$ cat src/rtl/pio_pkg.sv
// Shared constants and types of the parallel port block
package pio_pkg;

    // ------------------------------------------------------------
    // Widths
    // ------------------------------------------------------------
    localparam int unsigned ADDR_W = 8;
    localparam int unsigned DATA_W = 8;
    localparam int unsigned PIN_W  = 33;

    // ------------------------------------------------------------
    // Register offsets
    // ------------------------------------------------------------
    localparam logic [7:0] OFF_SINGLE   = 8'h00;
    localparam logic [7:0] OFF_SIX      = 8'h01;
    localparam logic [7:0] OFF_DIRA     = 8'h02;
    localparam logic [7:0] OFF_ANALOG   = 8'h03;
    localparam logic [7:0] OFF_DISPLAY  = 8'h04;
    localparam logic [7:0] OFF_SYNC     = 8'h05;
    localparam logic [7:0] OFF_DIRA_DIR = 8'h06;
    localparam logic [7:0] OFF_DISP_DIR = 8'h07;
    localparam logic [7:0] OFF_DISP_SEL = 8'h08;
    localparam logic [7:0] OFF_CONV     = 8'h09;
    localparam logic [7:0] OFF_EIRQ     = 8'h0a;

    // ------------------------------------------------------------
    // Reset values and fill patterns
    // ------------------------------------------------------------
    localparam logic [7:0] LATCH_RST = 8'hff;
    localparam logic [7:0] DIR_RST   = 8'h00;
    localparam logic [7:0] CTRL_RST  = 8'h00;
    localparam logic [3:0] SEL_RST   = 4'h0;
    localparam logic [7:0] UNDEF_VAL = 8'h00;
    localparam logic [7:0] UNMAP_VAL = 8'h00;

    // ------------------------------------------------------------
    // Field positions
    // ------------------------------------------------------------
    localparam int unsigned AIN_DIS_BIT  = 4;
    localparam int unsigned CHAN_LSB     = 0;
    localparam int unsigned CHAN_W       = 4;
    localparam int unsigned EXTERNAL_INTERRUPT_ZERO_EN_BIT  = 6;
    localparam int unsigned OSD_LSB      = 4;
    localparam logic [3:0]  CHAN_RST_PIN = 4'h3;
    localparam int unsigned CHAN_NUM     = 16;
    localparam int unsigned DISP_CHAN0   = 8;

    // ------------------------------------------------------------
    // Pin vector slices: {sync, display, analog, dira, six, single}
    // ------------------------------------------------------------
    localparam int unsigned PIN_SINGLE  = 0;
    localparam int unsigned PIN_SIX     = 1;
    localparam int unsigned PIN_DIRA    = 7;
    localparam int unsigned PIN_ANALOG  = 15;
    localparam int unsigned PIN_DISPLAY = 23;
    localparam int unsigned PIN_SYNC    = 31;

    // ------------------------------------------------------------
    // Bus request carrier
    // ------------------------------------------------------------
    typedef struct packed {
        logic [7:0] addr;
        logic [7:0] wdata;
        logic       wr;
        logic       rd;
        logic       rd_latch;
    } pio_req_t;

endpackage

$ cat src/rtl/pio_sync.sv
// Two-stage synchroniser for asynchronous pin levels
`timescale 1ns/100ps
module pio_sync #(
    parameter int unsigned W = 1
) (
    // Clock and reset
    input  wire logic         ref_clk_i,
    input  wire logic         arst_n_i,
    // Levels
    input  wire logic [W-1:0] async_i,
    output logic      [W-1:0] sync_o
);

    logic [W-1:0] meta_r;

    // First stage feeds only the second; pins idle high like the latches
    always_ff @(posedge ref_clk_i or negedge arst_n_i) begin
        if (!arst_n_i) begin
            meta_r <= '1;
            sync_o <= '1;
        end else begin
            meta_r <= async_i;
            sync_o <= meta_r;
        end
    end

endmodule

$ cat src/rtl/pio_ports.sv
// Six parallel I/O ports with latches, direction and secondary-function set-up
//
// Function
// - Each bit has an output latch; input reads return live pin level.
// - Pin data is sampled in the read strobe cycle.
// - Latch and pin change at the edge closing the write cycle.
// - Ports without direction: bit-op reads latch, other reads read pins.
// - Single-bit port latch resets to one; pin also an interrupt source.
// - Falling edge on single-bit pin sets interrupt, even when driven out.
// - Single-bit port reads give undefined bits 7 to 1.
// - Six-bit port latches reset to ones.
// - Direction port A bit: 0 input, 1 output.
// - Reset clears port A direction and sets its latches to one.
// - Reset sets analog port latches; clears disable and channel fields.
// - Analog pin 0 is I/O or interrupt zero by enable bit 6.
// - Display port has per-bit direction; reset clears it, latches one.
// - Display port writes always update latch regardless of direction.
// - Sync port latches reset to one; pins feed sync inputs.
// - Sync port reads give undefined bits 7 to 2.
// - Mixed-direction bit ops read input pins and rewrite their latches.
//
// Design decisions made here: the strobed register port and the register addresses.
`timescale 1ns/100ps
module pio_ports (
    // Clock and reset
    input  wire logic                 ref_clk_i,
    input  wire logic                 arst_n_i,
    // CPU register port
    input  wire pio_pkg::pio_req_t    req_i,
    output logic [7:0]                rdata_o,
    // Pins: level in, level out, drive enable (low drives)
    input  wire logic [32:0]          pin_i,
    output logic [32:0]               pin_o,
    output logic [32:0]               pin_oe_n_o,
    // On-screen display colour and blanking sources
    input  wire logic [3:0]           osd_i,
    // Secondary-function outputs
    output logic                      single_irq_o,
    output logic                      ext_irq_zero_o,
    output logic                      vertical_sync_in_o,
    output logic                      horizontal_sync_in_o,
    output logic [15:0]               analog_chan_o
);

    // ------------------------------------------------------------
    // Storage
    // ------------------------------------------------------------
    logic        single_r;
    logic [5:0]  six_r;
    logic [7:0]  dira_r;
    logic [7:0]  dira_dir_r;
    logic [7:0]  analog_r;
    logic [7:0]  disp_r;
    logic [7:0]  disp_dir_r;
    logic [3:0]  disp_sel_r;
    logic [1:0]  sync_r;
    logic [7:0]  conv_r;
    logic [7:0]  eirq_r;
    logic [7:0]  rdata_r;
    logic [7:0]  rdata_nxt;
    logic        single_prev_r;
    logic [32:0] pin_s;

    // ------------------------------------------------------------
    // Helpers
    // ------------------------------------------------------------

    // Select of a mapped offset for write decode
    function automatic logic hit(input logic [7:0] a,
                                 input logic [7:0] off);
        hit = (a == off);
    endfunction

    // Ports without direction: latch for bit ops, pins otherwise
    function automatic logic [7:0] plain_rd(input logic       lat_sel,
                                            input logic [7:0] lat,
                                            input logic [7:0] pin);
        plain_rd = lat_sel ? lat : pin;
    endfunction

    // Direction ports: outputs read latch, inputs read pin
    function automatic logic [7:0] dir_rd(input logic [7:0] dir,
                                          input logic [7:0] lat,
                                          input logic [7:0] pin);
        dir_rd = (dir & lat) | (~dir & pin);
    endfunction

    // ------------------------------------------------------------
    // Pin synchronisers
    // ------------------------------------------------------------
    pio_sync #(
        .W (pio_pkg::PIN_W)
    ) u_sync (
        .ref_clk_i (ref_clk_i),
        .arst_n_i  (arst_n_i),
        .async_i   (pin_i),
        .sync_o    (pin_s)
    );

    // Port slices of the synchronised pins
    logic       pin_single;
    logic [5:0] pin_six;
    logic [7:0] pin_dira;
    logic [7:0] pin_analog;
    logic [7:0] pin_disp;
    logic [1:0] pin_sync;

    assign pin_single = pin_s[pio_pkg::PIN_SINGLE];
    assign pin_six    = pin_s[pio_pkg::PIN_SIX +: 6];
    assign pin_dira   = pin_s[pio_pkg::PIN_DIRA +: 8];
    assign pin_analog = pin_s[pio_pkg::PIN_ANALOG +: 8];
    assign pin_disp   = pin_s[pio_pkg::PIN_DISPLAY +: 8];
    assign pin_sync   = pin_s[pio_pkg::PIN_SYNC +: 2];

    // ------------------------------------------------------------
    // Write path
    // ------------------------------------------------------------
    logic wr;

    assign wr = req_i.wr;

    // Single-bit and six-bit latches preset high
    always_ff @(posedge ref_clk_i or negedge arst_n_i) begin
        if (!arst_n_i) begin
            single_r <= pio_pkg::LATCH_RST[0];
            six_r    <= pio_pkg::LATCH_RST[5:0];
        end else if (wr && hit(req_i.addr, pio_pkg::OFF_SINGLE)) begin
            single_r <= req_i.wdata[0];
        end else if (wr && hit(req_i.addr, pio_pkg::OFF_SIX)) begin
            six_r <= req_i.wdata[5:0];
        end
    end

    // Port A latch and direction
    always_ff @(posedge ref_clk_i or negedge arst_n_i) begin
        if (!arst_n_i) begin
            dira_r     <= pio_pkg::LATCH_RST;
            dira_dir_r <= pio_pkg::DIR_RST;
        end else begin
            // Whole byte is rewritten, inputs included
            if (wr && hit(req_i.addr, pio_pkg::OFF_DIRA))
                dira_r <= req_i.wdata;
            if (wr && hit(req_i.addr, pio_pkg::OFF_DIRA_DIR))
                dira_dir_r <= req_i.wdata;
        end
    end

    // Analog-shared port latch
    always_ff @(posedge ref_clk_i or negedge arst_n_i) begin
        if (!arst_n_i) begin
            analog_r <= pio_pkg::LATCH_RST;
        end else if (wr && hit(req_i.addr, pio_pkg::OFF_ANALOG)) begin
            analog_r <= req_i.wdata;
        end
    end

    // Display port: latch loads whatever the direction is
    always_ff @(posedge ref_clk_i or negedge arst_n_i) begin
        if (!arst_n_i) begin
            disp_r     <= pio_pkg::LATCH_RST;
            disp_dir_r <= pio_pkg::DIR_RST;
            disp_sel_r <= pio_pkg::SEL_RST;
        end else begin
            if (wr && hit(req_i.addr, pio_pkg::OFF_DISPLAY))
                disp_r <= req_i.wdata;
            if (wr && hit(req_i.addr, pio_pkg::OFF_DISP_DIR))
                disp_dir_r <= req_i.wdata;
            if (wr && hit(req_i.addr, pio_pkg::OFF_DISP_SEL))
                disp_sel_r <= req_i.wdata[3:0];
        end
    end

    // Sync port latch
    always_ff @(posedge ref_clk_i or negedge arst_n_i) begin
        if (!arst_n_i) begin
            sync_r <= pio_pkg::LATCH_RST[1:0];
        end else if (wr && hit(req_i.addr, pio_pkg::OFF_SYNC)) begin
            sync_r <= req_i.wdata[1:0];
        end
    end

    // Converter and interrupt control
    always_ff @(posedge ref_clk_i or negedge arst_n_i) begin
        if (!arst_n_i) begin
            conv_r <= pio_pkg::CTRL_RST;
            eirq_r <= pio_pkg::CTRL_RST;
        end else begin
            if (wr && hit(req_i.addr, pio_pkg::OFF_CONV))
                conv_r <= req_i.wdata;
            if (wr && hit(req_i.addr, pio_pkg::OFF_EIRQ))
                eirq_r <= req_i.wdata;
        end
    end

    // ------------------------------------------------------------
    // Read path
    // ------------------------------------------------------------

    // Pin levels are taken in the strobe cycle itself; no latch is kept
    always_comb begin
        rdata_nxt = pio_pkg::UNMAP_VAL;
        unique case (req_i.addr)
            pio_pkg::OFF_SINGLE: begin
                rdata_nxt = {pio_pkg::UNDEF_VAL[7:1],
                             req_i.rd_latch ? single_r : pin_single};
            end
            pio_pkg::OFF_SIX: begin
                rdata_nxt = plain_rd(req_i.rd_latch,
                                     {2'h0, six_r},
                                     {2'h0, pin_six});
            end
            pio_pkg::OFF_DIRA: begin
                rdata_nxt = dir_rd(dira_dir_r, dira_r, pin_dira);
            end
            pio_pkg::OFF_ANALOG: begin
                rdata_nxt = plain_rd(req_i.rd_latch, analog_r,
                                     pin_analog);
            end
            pio_pkg::OFF_DISPLAY: begin
                rdata_nxt = dir_rd(disp_dir_r, disp_r, pin_disp);
            end
            pio_pkg::OFF_SYNC: begin
                rdata_nxt = {pio_pkg::UNDEF_VAL[7:2],
                             req_i.rd_latch ? sync_r : pin_sync};
            end
            pio_pkg::OFF_DIRA_DIR: rdata_nxt = dira_dir_r;
            pio_pkg::OFF_DISP_DIR: rdata_nxt = disp_dir_r;
            pio_pkg::OFF_DISP_SEL: rdata_nxt = {4'h0, disp_sel_r};
            pio_pkg::OFF_CONV:     rdata_nxt = conv_r;
            pio_pkg::OFF_EIRQ:     rdata_nxt = eirq_r;
            default:               rdata_nxt = pio_pkg::UNMAP_VAL;
        endcase
    end

    // Data stands only in the cycle after the strobe; never a wait
    always_ff @(posedge ref_clk_i or negedge arst_n_i) begin
        if (!arst_n_i) begin
            rdata_r <= pio_pkg::UNMAP_VAL;
        end else begin
            rdata_r <= req_i.rd ? rdata_nxt : pio_pkg::UNMAP_VAL;
        end
    end

    assign rdata_o = rdata_r;

    // ------------------------------------------------------------
    // Pin drive
    // ------------------------------------------------------------
    logic [7:0] disp_out;

    // Selected upper display pins carry the colour sources
    assign disp_out = {disp_sel_r[3:0] & osd_i | ~disp_sel_r[3:0] & disp_r[7:4],
                       disp_r[3:0]};

    // Plain ports pull low only; a latch at one leaves the pin as input
    assign pin_o = {sync_r, disp_out, analog_r, dira_r, six_r,
                    single_r};
    assign pin_oe_n_o = {sync_r,
                         ~disp_dir_r,
                         analog_r,
                         ~dira_dir_r,
                         six_r,
                         single_r};

    // ------------------------------------------------------------
    // Secondary functions
    // ------------------------------------------------------------

    // Edge on the single-bit pin; the pin follows a driven output too
    always_ff @(posedge ref_clk_i or negedge arst_n_i) begin
        if (!arst_n_i) begin
            single_prev_r <= 1'b1;
        end else begin
            single_prev_r <= pin_single;
        end
    end

    assign single_irq_o = single_prev_r & ~pin_single;

    // Interrupt zero only when enabled; after reset the pin is plain I/O
    assign ext_irq_zero_o = eirq_r[pio_pkg::EXTERNAL_INTERRUPT_ZERO_EN_BIT] & pin_analog[0];

    assign vertical_sync_in_o   = pin_sync[0];
    assign horizontal_sync_in_o = pin_sync[1];

    // Channel zero sits on analog pin 3, so a cleared field picks that pin
    logic [3:0] chan_pin;

    assign chan_pin = 4'(conv_r[pio_pkg::CHAN_LSB +: pio_pkg::CHAN_W] + pio_pkg::CHAN_RST_PIN);

    // One-hot analog channel; reset value selects analog pin 3
    always_comb begin
        analog_chan_o = 16'h0000;
        if (!conv_r[pio_pkg::AIN_DIS_BIT])
            analog_chan_o[chan_pin] = 1'b1;
    end

    // ------------------------------------------------------------
    // Checks
    // ------------------------------------------------------------
    a_single_rst_one: assert property (
        @(posedge ref_clk_i) $rose(arst_n_i) |-> single_r == 1'b1 && pin_oe_n_o[0])
        else $error("single-bit latch not one after reset");

    a_write_latch: assert property (
        @(posedge ref_clk_i) disable iff (!arst_n_i)
        req_i.wr && req_i.addr == pio_pkg::OFF_ANALOG
        |=> pin_o[pio_pkg::PIN_ANALOG +: 8] == $past(req_i.wdata))
        else $error("analog port pin did not follow write");

    a_read_one_cycle: assert property (
        @(posedge ref_clk_i) disable iff (!arst_n_i)
        !req_i.rd |=> rdata_o == pio_pkg::UNMAP_VAL)
        else $error("read data outside its cycle");

    a_plain_read_pin: assert property (
        @(posedge ref_clk_i) disable iff (!arst_n_i)
        req_i.rd && !req_i.rd_latch && req_i.addr == pio_pkg::OFF_ANALOG
        |=> rdata_o == $past(pin_analog))
        else $error("pin read returned wrong data");

    a_latch_read: assert property (
        @(posedge ref_clk_i) disable iff (!arst_n_i)
        req_i.rd && req_i.rd_latch && req_i.addr == pio_pkg::OFF_SIX
        |=> rdata_o == {2'h0, $past(six_r)})
        else $error("latch read returned wrong data");

    a_undef_bits: assert property (
        @(posedge ref_clk_i) disable iff (!arst_n_i)
        req_i.rd && req_i.addr == pio_pkg::OFF_SINGLE
        |=> rdata_o[7:1] == pio_pkg::UNDEF_VAL[7:1])
        else $error("single-bit upper bits wrong");

    a_dir_drive: assert property (
        @(posedge ref_clk_i) disable iff (!arst_n_i)
        req_i.wr && req_i.addr == pio_pkg::OFF_DIRA_DIR
        |=> pin_oe_n_o[pio_pkg::PIN_DIRA +: 8] == ~$past(req_i.wdata))
        else $error("port A drive not set by direction");

    a_disp_latch_any: assert property (
        @(posedge ref_clk_i) disable iff (!arst_n_i)
        req_i.wr && req_i.addr == pio_pkg::OFF_DISPLAY
        |=> disp_r == $past(req_i.wdata))
        else $error("display latch not loaded");

    a_fall_irq: assert property (
        @(posedge ref_clk_i) disable iff (!arst_n_i)
        $fell(pin_single) |-> single_irq_o ##1 !single_irq_o)
        else $error("single-bit falling edge missed");

    a_external_interrupt_zero_gate: assert property (
        @(posedge ref_clk_i) disable iff (!arst_n_i)
        !eirq_r[pio_pkg::EXTERNAL_INTERRUPT_ZERO_EN_BIT] |-> !ext_irq_zero_o)
        else $error("interrupt zero active while disabled");

    a_analog_rst: assert property (
        @(posedge ref_clk_i) $rose(arst_n_i)
        |-> analog_chan_o[pio_pkg::CHAN_RST_PIN] && analog_r == pio_pkg::LATCH_RST)
        else $error("analog reset set-up wrong");

    a_mixed_read: assert property (
        @(posedge ref_clk_i) disable iff (!arst_n_i)
        req_i.rd && req_i.addr == pio_pkg::OFF_DIRA
        |=> rdata_o == (($past(dira_dir_r) & $past(dira_r))
                        | (~$past(dira_dir_r) & $past(pin_dira))))
        else $error("port A mixed read wrong");

endmodule

$ cat config.mk
export PLATFORM = sky130hd
export DESIGN_NAME = pio_ports
export DESIGN_NICKNAME = d
export VERILOG_FILES = /design/src/rtl/pio_pkg.sv /design/src/rtl/pio_sync.sv /design/src/rtl/pio_ports.sv
export SDC_FILE = /design/constraint.sdc
export NUM_CORES = 1
export LEC_CHECK = 0
export BUFFER_PORTS_ARGS = -buffer_cell sky130_fd_sc_hd__buf_4
export CELL_PAD_IN_SITES_DETAIL_PLACEMENT = 1
export CELL_PAD_IN_SITES_GLOBAL_PLACEMENT = 2
export CORE_ASPECT_RATIO = 0.7
export CORE_MARGIN = 1
export CORE_UTILIZATION = 35
export CTS_BUF_LIST = sky130_fd_sc_hd__clkbuf_16
export DETAILED_ROUTE_END_ITERATION = 7
export PLACE_DENSITY_LB_ADDON = 0.1
export SLEW_MARGIN = 20
export SYNTH_ARGS = -nofsm -noshare
export SYNTH_HDL_FRONTEND = slang
export SYNTH_HIERARCHICAL = 1
export SYNTH_SLANG_ARGS = --single-unit
$ cat constraint.sdc
create_clock -name ref_clk_i -period 1.7 [get_ports ref_clk_i]
set_clock_uncertainty 0.15 [all_clocks]
set_input_delay 0.085 -clock ref_clk_i [delete_from_list [all_inputs] [get_ports ref_clk_i]]
set_output_delay 0.085 -clock ref_clk_i [all_outputs]
set_load 0.05 [all_outputs]
; After elaboration in Yosys (flattened, before gate mapping)
; Index checks and enable logic that the tools add are counted.
[totals]
wordCells = 67
in_bits = 58
out_inout_bits = 94
ff_bits = 144
[classes]
muxes = 9
eq_ne = 10
n_reduce_logical = 14
order_cmp = 2
bitwise_logic = 16
add_sub_neg = 1
[op_table]
columns = operator, count
row1 = $pmux 8 s11, 1
row2 = $and 8x8->8, 4
row3 = $eq 8x3->1 const B, 4
row4 = $eq 8x4->1 const B, 3
row5 = $eq 8x2->1 const B, 2
row6 = $mux 16, 1
row7 = $mux 8, 2
row8 = $not 8->8, 2
row9 = $or 8x8->8, 2
row10 = $logic_and 1x1->1, 12
row11 = $and 4x4->4, 2
row12 = $eq 8x1->1 const B, 1
row13 = $logic_not 8->1, 1
row14 = $mux 6, 1
row15 = $lt 4x5->1 const B, 1
row16 = $add 4x2->4 const B, 1
row17 = $demux 1 s4, 1
row18 = $ge 4x1->1 const B, 1
row19 = $not 4->4, 1
row20 = $or 4x4->4, 1
row21 = $and 1x1->1, 2
row22 = $mux 1, 2
row23 = $mux 2, 1
row24 = $not 1->1, 2
row25 = $reduce_and 2->1, 1

; Depth between registers and ports, before layout
; Gate-level depths: netlist (run 1).
[logic_depth]
word_depth = 6
depth_mapped = 8
depth_no_buf = 5

; By module
; Netlist (run 1), hierarchy kept.
[by_module_without_submodules]
columns = module, seq_area_each_um2, cells_per_inst, instances, area_each_um2
row1 = pio_ports, 1994.4, 403, 1, 4306.6
row2 = pio_sync, 1734.2, 66, 1, 1734.2

; Least setup slack after synthesis (run 1)
; Ideal clock, no wire load.
[synth_path]
path_kind = register to output
startpoint = register conv_r[2]
endpoint = output analog_chan_o[3]
path_slack_ns = -0.783
stages_incl_launch_ff = 3
t_required_ns = 1.465
n_path_buf = 1
arrival_ns = 2.248
cell_sequence = dfrtp_1 -> buf_1 -> nor4b_1
[synth_via]
elab_chain_len = 6
word_cells_on_any_way = 7
cone_classes = 1 x add/sub / 2 x order compare / 3 x mux / 1 x reduce/logical
[synth_rtl]
columns = element, line_no
row1 = "start, declared", pio_ports.sv:57  ; logic [7:0] conv_r;
row2 = "start signal, assigned", pio_ports.sv:185  ; conv_r <= pio_pkg::CTRL_RST;
row3 = "start signal, assigned", pio_ports.sv:189  ; conv_r <= req_i.wdata;
row4 = $add 4x2->4 (*), pio_ports.sv:289  ; assign chan_pin = 4'(conv_r[pio_pkg::CHAN_LSB +: pio_pkg::CHAN_W] + pio_pkg::CHAN_RST_PIN);
row5 = $lt 4x5->1 (implied by the code) / $ge 4x1->1 (equally long branches), pio_ports.sv:295  ; analog_chan_o[chan_pin] = 1'b1;
row6 = $logic_and 1x1->1 (implied by the code), pio_ports.sv:295
row7 = $mux 1 (implied by the code), pio_ports.sv:295
row8 = $demux 1 s4 (*), pio_ports.sv:295
row9 = $mux 16 (*), pio_ports.sv:294  ; if (!conv_r[pio_pkg::AIN_DIS_BIT])
row10 = "end, declared", pio_ports.sv:42  ; output logic [15:0] analog_chan_o
; Every way passes the cells marked *; elsewhere a longest branch is shown, timed or not.

; Final worst setup path (run 1)
[layout_path]
startpoint = register conv_r[0]
endpoint = output analog_chan_o[7]
; The elaborated chain is that of the path after synthesis.

==> impl_metrics.json, run 1 <==
{
  "synthesis.area_sq_um": 6040,
  "cp.required_ns": 1.46,
  "postLayoutCellArea_sq_um": 9110,
  "cp_max_fo": 8,
  "holdPathStages": 4,
  "drive_above_1_share_pct": 64.5,
  "dp_hpwl_um": 13200,
  "grt_max_degree": 42,
  "worstSetupStartpoint": "conv_r[0]$_DFFE_PN0P_",
  "endpoint_kind": "primary output",
  "nNetsFinal": 754,
  "synth_area_leaders": "dfstp_2 (43%), dfrtp_1 (18%), mux2_2 (13%), buf_4 (3.4%), mux2i_1 (2.5%)",
  "drc": 0,
  "dpl.cell_count": 840,
  "io_buffers": 151,
  "diodes": 0,
  "yosys_warnings": 6,
  "placed_area_sq_um": 7730,
  "overflow": 0,
  "worstMarginPinSlew_ns": 0.379,
  "power_w": 0.00881,
  "cpPeakStageDelay_ns": 0.48,
  "crit_top_cell": "buf_6",
  "syn2layout_area_growth_pct": 50.7,
  "finalCritPeriodShare_pct": 105,
  "r2r_end": "rdata_o[2]$_DFF_PN0_",
  "synth_nets": 527,
  "synth.distinct_cells": 43,
  "layout_setup_ws_ns": -0.0777,
  "path_clk_slew_ns": 0.06,
  "period_needed_ns": 1.78,
  "wl_per_cell_um": 20.2,
  "clk_path_buf_depth": 2,
  "start_util_pct": 36.4,
  "pin_count": 152,
  "seq_area_frac_synth_pct": 61.7,
  "syn_inst": 469,
  "final_max_slew_viol_count": 0,
  "grt_pass1_wl_um": 29700,
  "vias": 4619,
  "reg2reg_slack_ns": 0.01,
  "status": "complete, but fails checks",
  "core-area_sq_um": 16600,
  "antenna_found_initial": 0,
  "max-cap-violations": 0,
  "setup_violations": 10,
  "r2r_cells": 5,
  "finalSetupTns_ns": -0.432,
  "postRouteAntennaNets": 0,
  "die-area_sq_um": 17800,
  "drtPass1Iterations": 4,
  "die_h_um": 112,
  "cts_tree": "yes",
  "cts_max_level": 4,
  "setup.worst_path.end": "analog_chan_o[7]",
  "violations": "setup timing",
  "rsz0062_at_grt": "yes",
  "power.leakage_nw": 4.11,
  "cts_sinks": 144,
  "synth_async_sr_flop_share_pct": 100,
  "die_w_um": 159,
  "worstSetupPathType": "flip-flop to primary output",
  "synth_flop_cell": "dfstp_2",
  "grt_pass1_vias": 4945,
  "holdWs_ns": 0.0667,
  "crit_chain": "buf_6, nor4_4, buf_6",
  "syn_avg_cell_area_sq_um": 12.9,
  "rows": 39,
  "yosysTopAreaCell": "dfstp_2",
  "vdd_drop_max_v": 0.000636,
  "cts-buffers-inserted": 17,
  "synth_top_area_share_pct": 43.5,
  "clock.fmax_ghz": 0.563,
  "via_per_inst": 4.95,
  "critical-path-slowest-cell": "dfrtp_2",
  "drt-total-wl_um": 18900,
  "grt_usage_pct": 22.2,
  "power_density_nw_per_um2": 967,
  "hold_class": "input pin to flip-flop",
  "r2r-start": "six_r[2]$_DFFE_PN1P_",
  "final_cells": 934,
  "synth_seq_cells": 144,
  "crit_arrival_ns": 1.54,
  "cp-start-kind": "flip-flop",
  "gp_congestion": 0.784,
  "drtIter0Drc": 166,
  "finalHoldViolCount": 0,
  "clockRootBuffer": "clkbuf_16",
  "synth_edf_count": 0,
  "relSlewSlack_pct": 74.7,
  "clock_latency_ns": 0.42
}
## layout make-up
cell class | instances | area [sq um]
Sequential cell | 144 | 3740
Clock inverter | 15 | 156
Clock buffer | 17 | 425
Inverter | 16 | 60.1
Tap cell | 225 | 282
Fill cell | 1711 | 7480
Multi-Input combinational cell | 258 | 2220
Timing Repair Buffer | 259 | 2230
## state kept, by name, summed over array words and instances (netlist names)
register / flops
six_r: 6
disp_r: 8
disp_dir_r: 8
sync_r: 2
disp_sel_r: 4
single_prev_r: 1
dira_r: 8
single_r: 1
conv_r: 8
u_sync/meta_r: 33
dira_dir_r: 8
analog_r: 8
eirq_r: 8
u_sync/sync_o: 33
rdata_o: 8
## Yosys cell counts, types with 2 or more instances
cell type and instances:
buf_4 27, nand2_1 37, nor4b_1 2, a31oi_1 3, inv_1 16, and2_1 2, a221oi_1 2, nor2_1 16
buf_1 3, nand2b_1 3, dfrtp_1 44, o21ai_1 4, clkbuf_1 14, a22oi_1 7, o2bb2ai_1 4, nor2b_1 5
o2111ai_1 2, dfstp_2 100, nor4_1 5, nor3b_4 2, o32ai_1 2, buf_2 7, a41oi_1 3, nand3_1 12
mux2_2 69, o22ai_1 4, and3_1 6, nand3b_1 2, nor3_1 5, a32oi_1 3, mux2i_1 15, a21oi_1 10
o21ai_0 19, a22o_1 5
## cell usage in the layout, fill, tap and decap left out, types with 16 or more instances in the layout
cell type	count
buf_6	22
dlygate4sd3_1	45
inv_1	17
clkbuf_16	17
dfstp_2	100
dfrtp_1	38
mux2_2	54
buf_4	185
o21ai_1	16
nand2_1	36
## worst min-delay path by stage
| stage | from | end | slack [ns] |
|---|---|---|---|
| 2_1_floorplan | arst_n_i | conv_r[0]$_DFFE_PN0P_ | -0.36 |
| 3_3_place_gp | arst_n_i | dira_dir_r[6]$_DFFE_PN0P_ | -0.13 |
| 3_5_place_dp | arst_n_i | dira_dir_r[6]$_DFFE_PN0P_ | -0.13 |
| 4_1_cts | req_i[11] | rdata_o[5]$_DFF_PN0_ | 0.05 |
| 5_1_grt | req_i[11] | rdata_o[5]$_DFF_PN0_ | 0.07 |
| 6_report | req_i[11] | rdata_o[5]$_DFF_PN0_ | 0.07 |
## critical path: cells and delay by family, from the launching register on
kind	cells	cell delay, ns
flip-flops	1	0.48
buffers and inverters	2	0.35
AND/OR/NAND/NOR	1	0.29
## metrics by stage
| stage | setup WS, ns | util [%] |
|---|---|---|
| floorplan | -0.366 | - |
| global placement | -0.373 | 46.6 |
| detailed placement | -0.477 | 46.6 |
| CTS | -0.0655 | 54.4 |
| global route | -0.126 | 54.9 |
| finish | -0.0777 | 54.9 |
## routing by layer
metal	wire [um]	vias up	global-route usage [%]	part of all wire [%]
li1	-	2091	-	-
met1	8790	2382	31.2	47
met2	8930	129	35.1	47
met3	920	17	4.81	4.9
met4	227	0	5.45	1.2
met5	0	-	0	0
## where the power goes
part / switching [W] / leakage, nW / internal (W)
Clock: 0.00160 / 0.279 / 0.00207
Combinational: 0.000789 / 2.26 / 0.000533
Sequential: 0.000120 / 1.57 / 0.00370
## kinds of logic after synthesis
kind of cell | Yosys count | synth area share (%)
AO/OA/AOI/OAI | 71 | 7.77
buffers and inverters | 67 | 5.99
flip-flops | 144 | 61.7
multiplexers | 85 | 15.7
AND/OR/NAND/NOR | 102 | 8.80
## repair_timing
action                     in CTS  in global routing
setup endpoints to repair      18                 24
hold endpoints to repair      169                  0
hold buffers                   45                  0
buffers inserted               12                  5
gates resized for setup        43                 10
pin swaps                       3                  3
Power figures use the tool's default switching activity.
==> inputs of run 2 (changes only) <==
--- a/config.mk
+++ b/config.mk
@@ -13,9 +13,11 @@
 export CORE_UTILIZATION = 35
 export CTS_BUF_LIST = sky130_fd_sc_hd__clkbuf_16
 export DETAILED_ROUTE_END_ITERATION = 7
+export GPL_TIMING_DRIVEN = 1
 export PLACE_DENSITY_LB_ADDON = 0.1
 export SLEW_MARGIN = 20
 export SYNTH_ARGS = -nofsm -noshare
 export SYNTH_HDL_FRONTEND = slang
 export SYNTH_HIERARCHICAL = 1
 export SYNTH_SLANG_ARGS = --single-unit
+export TNS_END_PERCENT = 1
==> run 2 against run 1 <==
Net effect:
- the flow still finishes with violations (setup timing)
- flip-flop and latch count stayed put
- cell count shrank 0.43%
- fmax up 0.55%
- clock power increased by 4%
- total power increased by 1.5%
- global-route usage decreased by 0.62 points
- critical endpoint is now analog_chan_o[12]
- highest routed layer unchanged
==> impl_metrics.json, run 2 (synthesis results as in run 1) <==
{
  "status": "complete, but fails checks",
  "violations": "setup timing",
  "power_density_nw_per_um2": 992,
  "endpoint_kind": "primary output",
  "r2r_cells": 5,
  "overflow": 0,
  "worstSetupStartpoint": "conv_r[2]$_DFFE_PN0P_",
  "holdPathStages": 4,
  "finalCritPeriodShare_pct": 104,
  "drt-total-wl_um": 18400,
  "die_h_um": 112,
  "regArea_sq_um": 3730,
  "vdd_drop_max_v": 0.000708,
  "mostFrequentLayoutCells": "buf_4 (184), dfstp_2 (100), mux2_2 (69), dlygate4sd3_1 (45), dfrtp_1 (39)",
  "holdWs_ns": 0.0351,
  "hold_class": "input pin to flip-flop",
  "max-cap-violations": 0,
  "final_max_slew_viol_count": 0,
  "dpl.cell_count": 839,
  "start_util_pct": 36.4,
  "setup_violations": 13,
  "drc": 0,
  "diodes": 0,
  "core-area_sq_um": 16600,
  "nNetsFinal": 750,
  "multi_input_area_sq_um": 2130,
  "top_regs": "u_sync/meta_r: 33 flops, u_sync/sync_o: 33 flops",
  "r2r-start": "analog_r[2]$_DFFE_PN1P_",
  "grt_max_degree": 42,
  "cp.required_ns": 1.46,
  "crit_arrival_ns": 1.53,
  "antenna_found_initial": 0,
  "clock_latency_ns": 0.42,
  "period_needed_ns": 1.77,
  "clockRootBuffer": "clkbuf_16",
  "cp-start-kind": "flip-flop",
  "die_w_um": 159,
  "path_clk_slew_ns": 0.06,
  "cts_sinks": 144,
  "worstSetupPathType": "flip-flop to primary output",
  "final_cells": 930,
  "cp_max_fo": 8,
  "rsz0062_at_grt": "yes",
  "vias": 4495,
  "wl_per_cell_um": 19.8,
  "drtPass1Iterations": 4,
  "min_from": "req_i[12]",
  "io_buffers": 151,
  "r2r_end": "rdata_o[2]$_DFF_PN0_",
  "final_common_cell": "buf_4",
  "fillerInstances": 1724,
  "grt_pass1_wl_um": 28700,
  "cts_tree": "yes",
  "grt_usage_pct": 21.6,
  "pin_count": 152,
  "gp_congestion": 0.820,
  "clock.fmax_ghz": 0.566,
  "via_per_inst": 4.83,
  "cts_max_level": 4,
  "reg2reg_slack_ns": 0.03,
  "dpl_worst_slack_ns": -0.445,
  "finalHoldViolCount": 0,
  "rows": 39,
  "layout_setup_ws_ns": -0.0681,
  "clk_path_buf_depth": 2,
  "final_core_util_pct": 54.3,
  "postRouteAntennaNets": 0,
  "grt_pass1_vias": 4881,
  "cts-buffers-inserted": 17,
  "drtIter0Drc": 164,
  "dp_hpwl_um": 12900,
  "drive_above_1_share_pct": 63.7,
  "syn2layout_area_growth_pct": 49.1,
  "setup.worst_path.end": "analog_chan_o[12]",
  "worstMarginPinSlew_ns": 0.463,
  "power.leakage_nw": 4.10,
  "die-area_sq_um": 17800,
  "relSlewSlack_pct": 69.1
}
## run 2: area by class of cell
class,count,area share [%]
clock buffer,17,4.72
clock inverter,15,1.94
inverter,16,0.667
multi-input combinational,258,23.6
sequential,144,41.5
tap,225,3.13
timing repair buffer,255,24.5
## run 2: per-stage QoR
| step | total power (W) | TNS (ns) | instance area [sq um] |
|---|---|---|---|
| 2_1_floorplan | 0.00452 | -7.67 | 6080 |
| 3_3_place_gp | 0.00501 | -19.44 | 7630 |
| 3_5_place_dp | 0.00503 | -21.53 | 7630 |
| 4_1_cts | 0.00900 | -0.827 | 8930 |
| 5_1_grt | 0.00926 | -1.66 | 9010 |
| 6_report | 0.00894 | -0.573 | 9010 |
## run 2: worst max-delay path: stages, from the launching register on
cell	delay, ns
dfrtp_2	0.50
buf_4	0.18
nor4_4	0.25
buf_6	0.19
## run 2: worst min-delay path by stage
stage | to | slack (ns)
after floorplan | conv_r[0]$_DFFE_PN0P_ | -0.36
after global placement | dira_dir_r[7]$_DFFE_PN0P_ | -0.14
after detailed placement | dira_dir_r[7]$_DFFE_PN0P_ | -0.14
after CTS | rdata_o[1]$_DFF_PN0_ | 0.02
after global routing | rdata_o[1]$_DFF_PN0_ | 0.05
final | rdata_o[1]$_DFF_PN0_ | 0.04
## run 2: power by group
part | switching [W] | leakage (nW) | total [W] | internal, W
sequential | 0.000121 | 1.57 | 0.00382 | 0.00370
clock | 0.00160 | 0.292 | 0.00381 | 0.00221
combinational | 0.000783 | 2.23 | 0.00131 | 0.000524
## run 2: repair_timing
item | 4_1_cts | 5_1_grt
resized for setup | 35 | 15
hold buffers | 45 | 0
pin swaps | 2 | 2
setup buffers | 12 | 2
endpoints found under the setup margin | 19 | 28
endpoints found under the hold margin | 217 | 0
## run 2: routing by layer
metal,routed length (um),global-route usage [%]
met1,8480,29.2
met2,8960,35.4
met3,741,4.02
met4,252,6.86
met5,0,0
==> inputs of run 3 (changes only) <==
--- a/config.mk
+++ b/config.mk
@@ -5,7 +5,7 @@
 export SDC_FILE = /design/constraint.sdc
 export NUM_CORES = 1
 export LEC_CHECK = 0
-export BUFFER_PORTS_ARGS = -buffer_cell sky130_fd_sc_hd__buf_4
+export BUFFER_PORTS_ARGS = -buffer_cell sky130_fd_sc_hd__clkbuf_2
 export CELL_PAD_IN_SITES_DETAIL_PLACEMENT = 1
 export CELL_PAD_IN_SITES_GLOBAL_PLACEMENT = 2
 export CORE_ASPECT_RATIO = 0.7
==> constraint.sdc (replaced) <==
create_clock -name ref_clk_i -period 2 [get_ports ref_clk_i]
set_clock_uncertainty 0.15 [all_clocks]
set_input_delay 0.1 -clock ref_clk_i [delete_from_list [all_inputs] [get_ports ref_clk_i]]
set_output_delay 0.1 -clock ref_clk_i [all_outputs]
set_load 0.05 [all_outputs]
==> run 3 against run 2 <==
Net effect:
- hold slack gained 0.0055 ns
- first-iteration DRC count up 65%
- critical endpoint is now analog_chan_o[7]
- core utilization fell by 5.4 points
- die area did not move
- non-clock buffer count is 17 lower
- register-to-register slack better by 0.24 ns
- combinational power fell by 28%
- design area decreased by 10%
- highest routed layer unchanged
- setup slack gained 0.16 ns
- wire length is 2.8% lower
- clock power down 26%
- largest power group unchanged
- the run now ends clean
==> impl_metrics.json, run 3 (synthesis results as in run 1) <==
{
  "grt_pass1_vias": 4726,
  "power.leakage_nw": 3.77,
  "gp_congestion": 0.781,
  "die_h_um": 112,
  "finalHoldViolCount": 0,
  "power_density_nw_per_um2": 865,
  "dp_hpwl_um": 12900,
  "cts_sinks": 144,
  "cts-buffers-inserted": 17,
  "diodes": 0,
  "vdd_drop_max_v": 0.000556,
  "clk_path_buf_depth": 2,
  "top_regs": "u_sync/meta_r: 33 flops, u_sync/sync_o: 33 flops",
  "fillerInstances": 1779,
  "die_w_um": 159,
  "mostFrequentLayoutCells": "clkbuf_2 (145), dfstp_2 (100), mux2_2 (69), buf_4 (44), dlygate4sd3_1 (42)",
  "finalSetupTns_ns": 0,
  "finalCritPeriodShare_pct": 95.3,
  "clock_latency_ns": 0.42,
  "cts_max_level": 4,
  "antenna_found_initial": 0,
  "io_buffers": 151,
  "rsz0062_at_grt": "no",
  "pin_count": 152,
  "clock.fmax_ghz": 0.525,
  "relSlewSlack_pct": 63.3,
  "power_w": 0.00702,
  "status": "finished, final reports clean",
  "final_core_util_pct": 48.9,
  "endpoint_kind": "primary output",
  "drtPass1Iterations": 5,
  "drc": 0,
  "worstSetupPathType": "flip-flop to primary output",
  "core-area_sq_um": 16600,
  "crit_arrival_ns": 1.66,
  "drtIter0Drc": 271,
  "worstMarginPinSlew_ns": 0.550,
  "final_max_slew_viol_count": 0,
  "multi_input_area_sq_um": 1960,
  "holdWs_ns": 0.0406,
  "drt-total-wl_um": 17900,
  "grt_usage_pct": 21.3,
  "max-cap-violations": 0,
  "final_common_cell": "clkbuf_2",
  "cp_max_fo": 11,
  "rows": 39,
  "postRouteAntennaNets": 0,
  "grt_max_degree": 61,
  "setup_violations": 0,
  "cts_tree": "yes",
  "syn2layout_area_growth_pct": 34.3,
  "nNetsFinal": 733,
  "cp.required_ns": 1.75,
  "wl_per_cell_um": 19.6,
  "critical-path-slowest-cell": "dfrtp_1",
  "path_clk_slew_ns": 0.06,
  "vias": 4428,
  "via_per_inst": 4.85,
  "start_util_pct": 36.4,
  "drive_above_1_share_pct": 58.7,
  "grt_pass1_wl_um": 28100,
  "crit_chain": "nand2b_1, nor4_1, clkbuf_4",
  "cpPeakStageDelay_ns": 0.54,
  "clockRootBuffer": "clkbuf_16",
  "cp-start-kind": "flip-flop",
  "regArea_sq_um": 3730,
  "overflow": 0,
  "period_needed_ns": 1.91,
  "die-area_sq_um": 17800,
  "hold_class": "input pin to flip-flop"
}
[run 3: final timing paths]
| path | startpoint | end | slack, ns | cells after the start |
|---|---|---|---|---|
| worst max-delay path | conv_r[2]$_DFFE_PN0P_ | analog_chan_o[7] | 0.09 | 3 |
| worst min-delay path | req_i[2] | single_r$_DFFE_PN1P_ | 0.04 | 3 |
| worst max register to register | six_r[1]$_DFFE_PN1P_ | rdata_o[1]$_DFF_PN0_ | 0.27 | 4 |
| worst min register to register | u_sync/meta_r[7]$_DFF_PN1_ | u_sync/sync_o[7]$_DFF_PN1_ | 0.20 | 0 |
| max in group asynchronous | arst_n_i | dira_r[3]$_DFFE_PN1P_ | 0.89 | 3 |
| min in group asynchronous | arst_n_i | disp_dir_r[0]$_DFFE_PN0P_ | 0.09 | 2 |
[run 3: layout make-up]
type / count / share of cell area [%]
Clock buffer: 17 / 5.25
Clock inverter: 15 / 1.17
Inverter: 16 / 0.741
Multi-Input combinational cell: 258 / 24.1
Sequential cell: 144 / 46.0
Tap cell: 225 / 3.47
Timing Repair Buffer: 238 / 19.2
[run 3: power by group]
part	internal, W	switching, W	total [W]
Combinational	0.000313	0.000627	0.000940
Sequential	0.00314	0.000106	0.00325
Clock	0.00157	0.00126	0.00283
Total	0.00502	0.00200	0.00702
[run 3: timing repair]
action | CTS | global route
pin swaps | 0 | 0
setup buffers | 0 | 0
resized for setup | 3 | 9
hold buffers | 42 | 0
endpoints found under the setup margin | 3 | 11
hold endpoints to repair | 169 | 0
[run 3: stage by stage]
step	cell area [sq um]	instances	setup slack, ns
after floorplan	6050	469	-0.444
after global placement	7150	839	-0.0540
after detailed placement	7150	839	-0.0963
after CTS	8100	913	0.00813
after global routing	8110	913	0.00970
final	8110	913	0.0943
[run 3: critical path: cells and delay by family, from the launching register on]
kind,cells,cell delay (ns)
buffers and inverters,1,0.30
AND/OR/NAND/NOR,2,0.40
flip-flops,1,0.54
[run 3: metal layers]
layer | part of all wire, % | GRT usage, % | vias up | wire [um]
met5 | 0 | 0 | - | 0
li1 | - | - | 2037 | -
met3 | 4.3 | 4.73 | 7 | 774
met2 | 48 | 33.5 | 112 | 8550
met1 | 48 | 29.5 | 2272 | 8510
met4 | 0.42 | 6.15 | 0 | 76
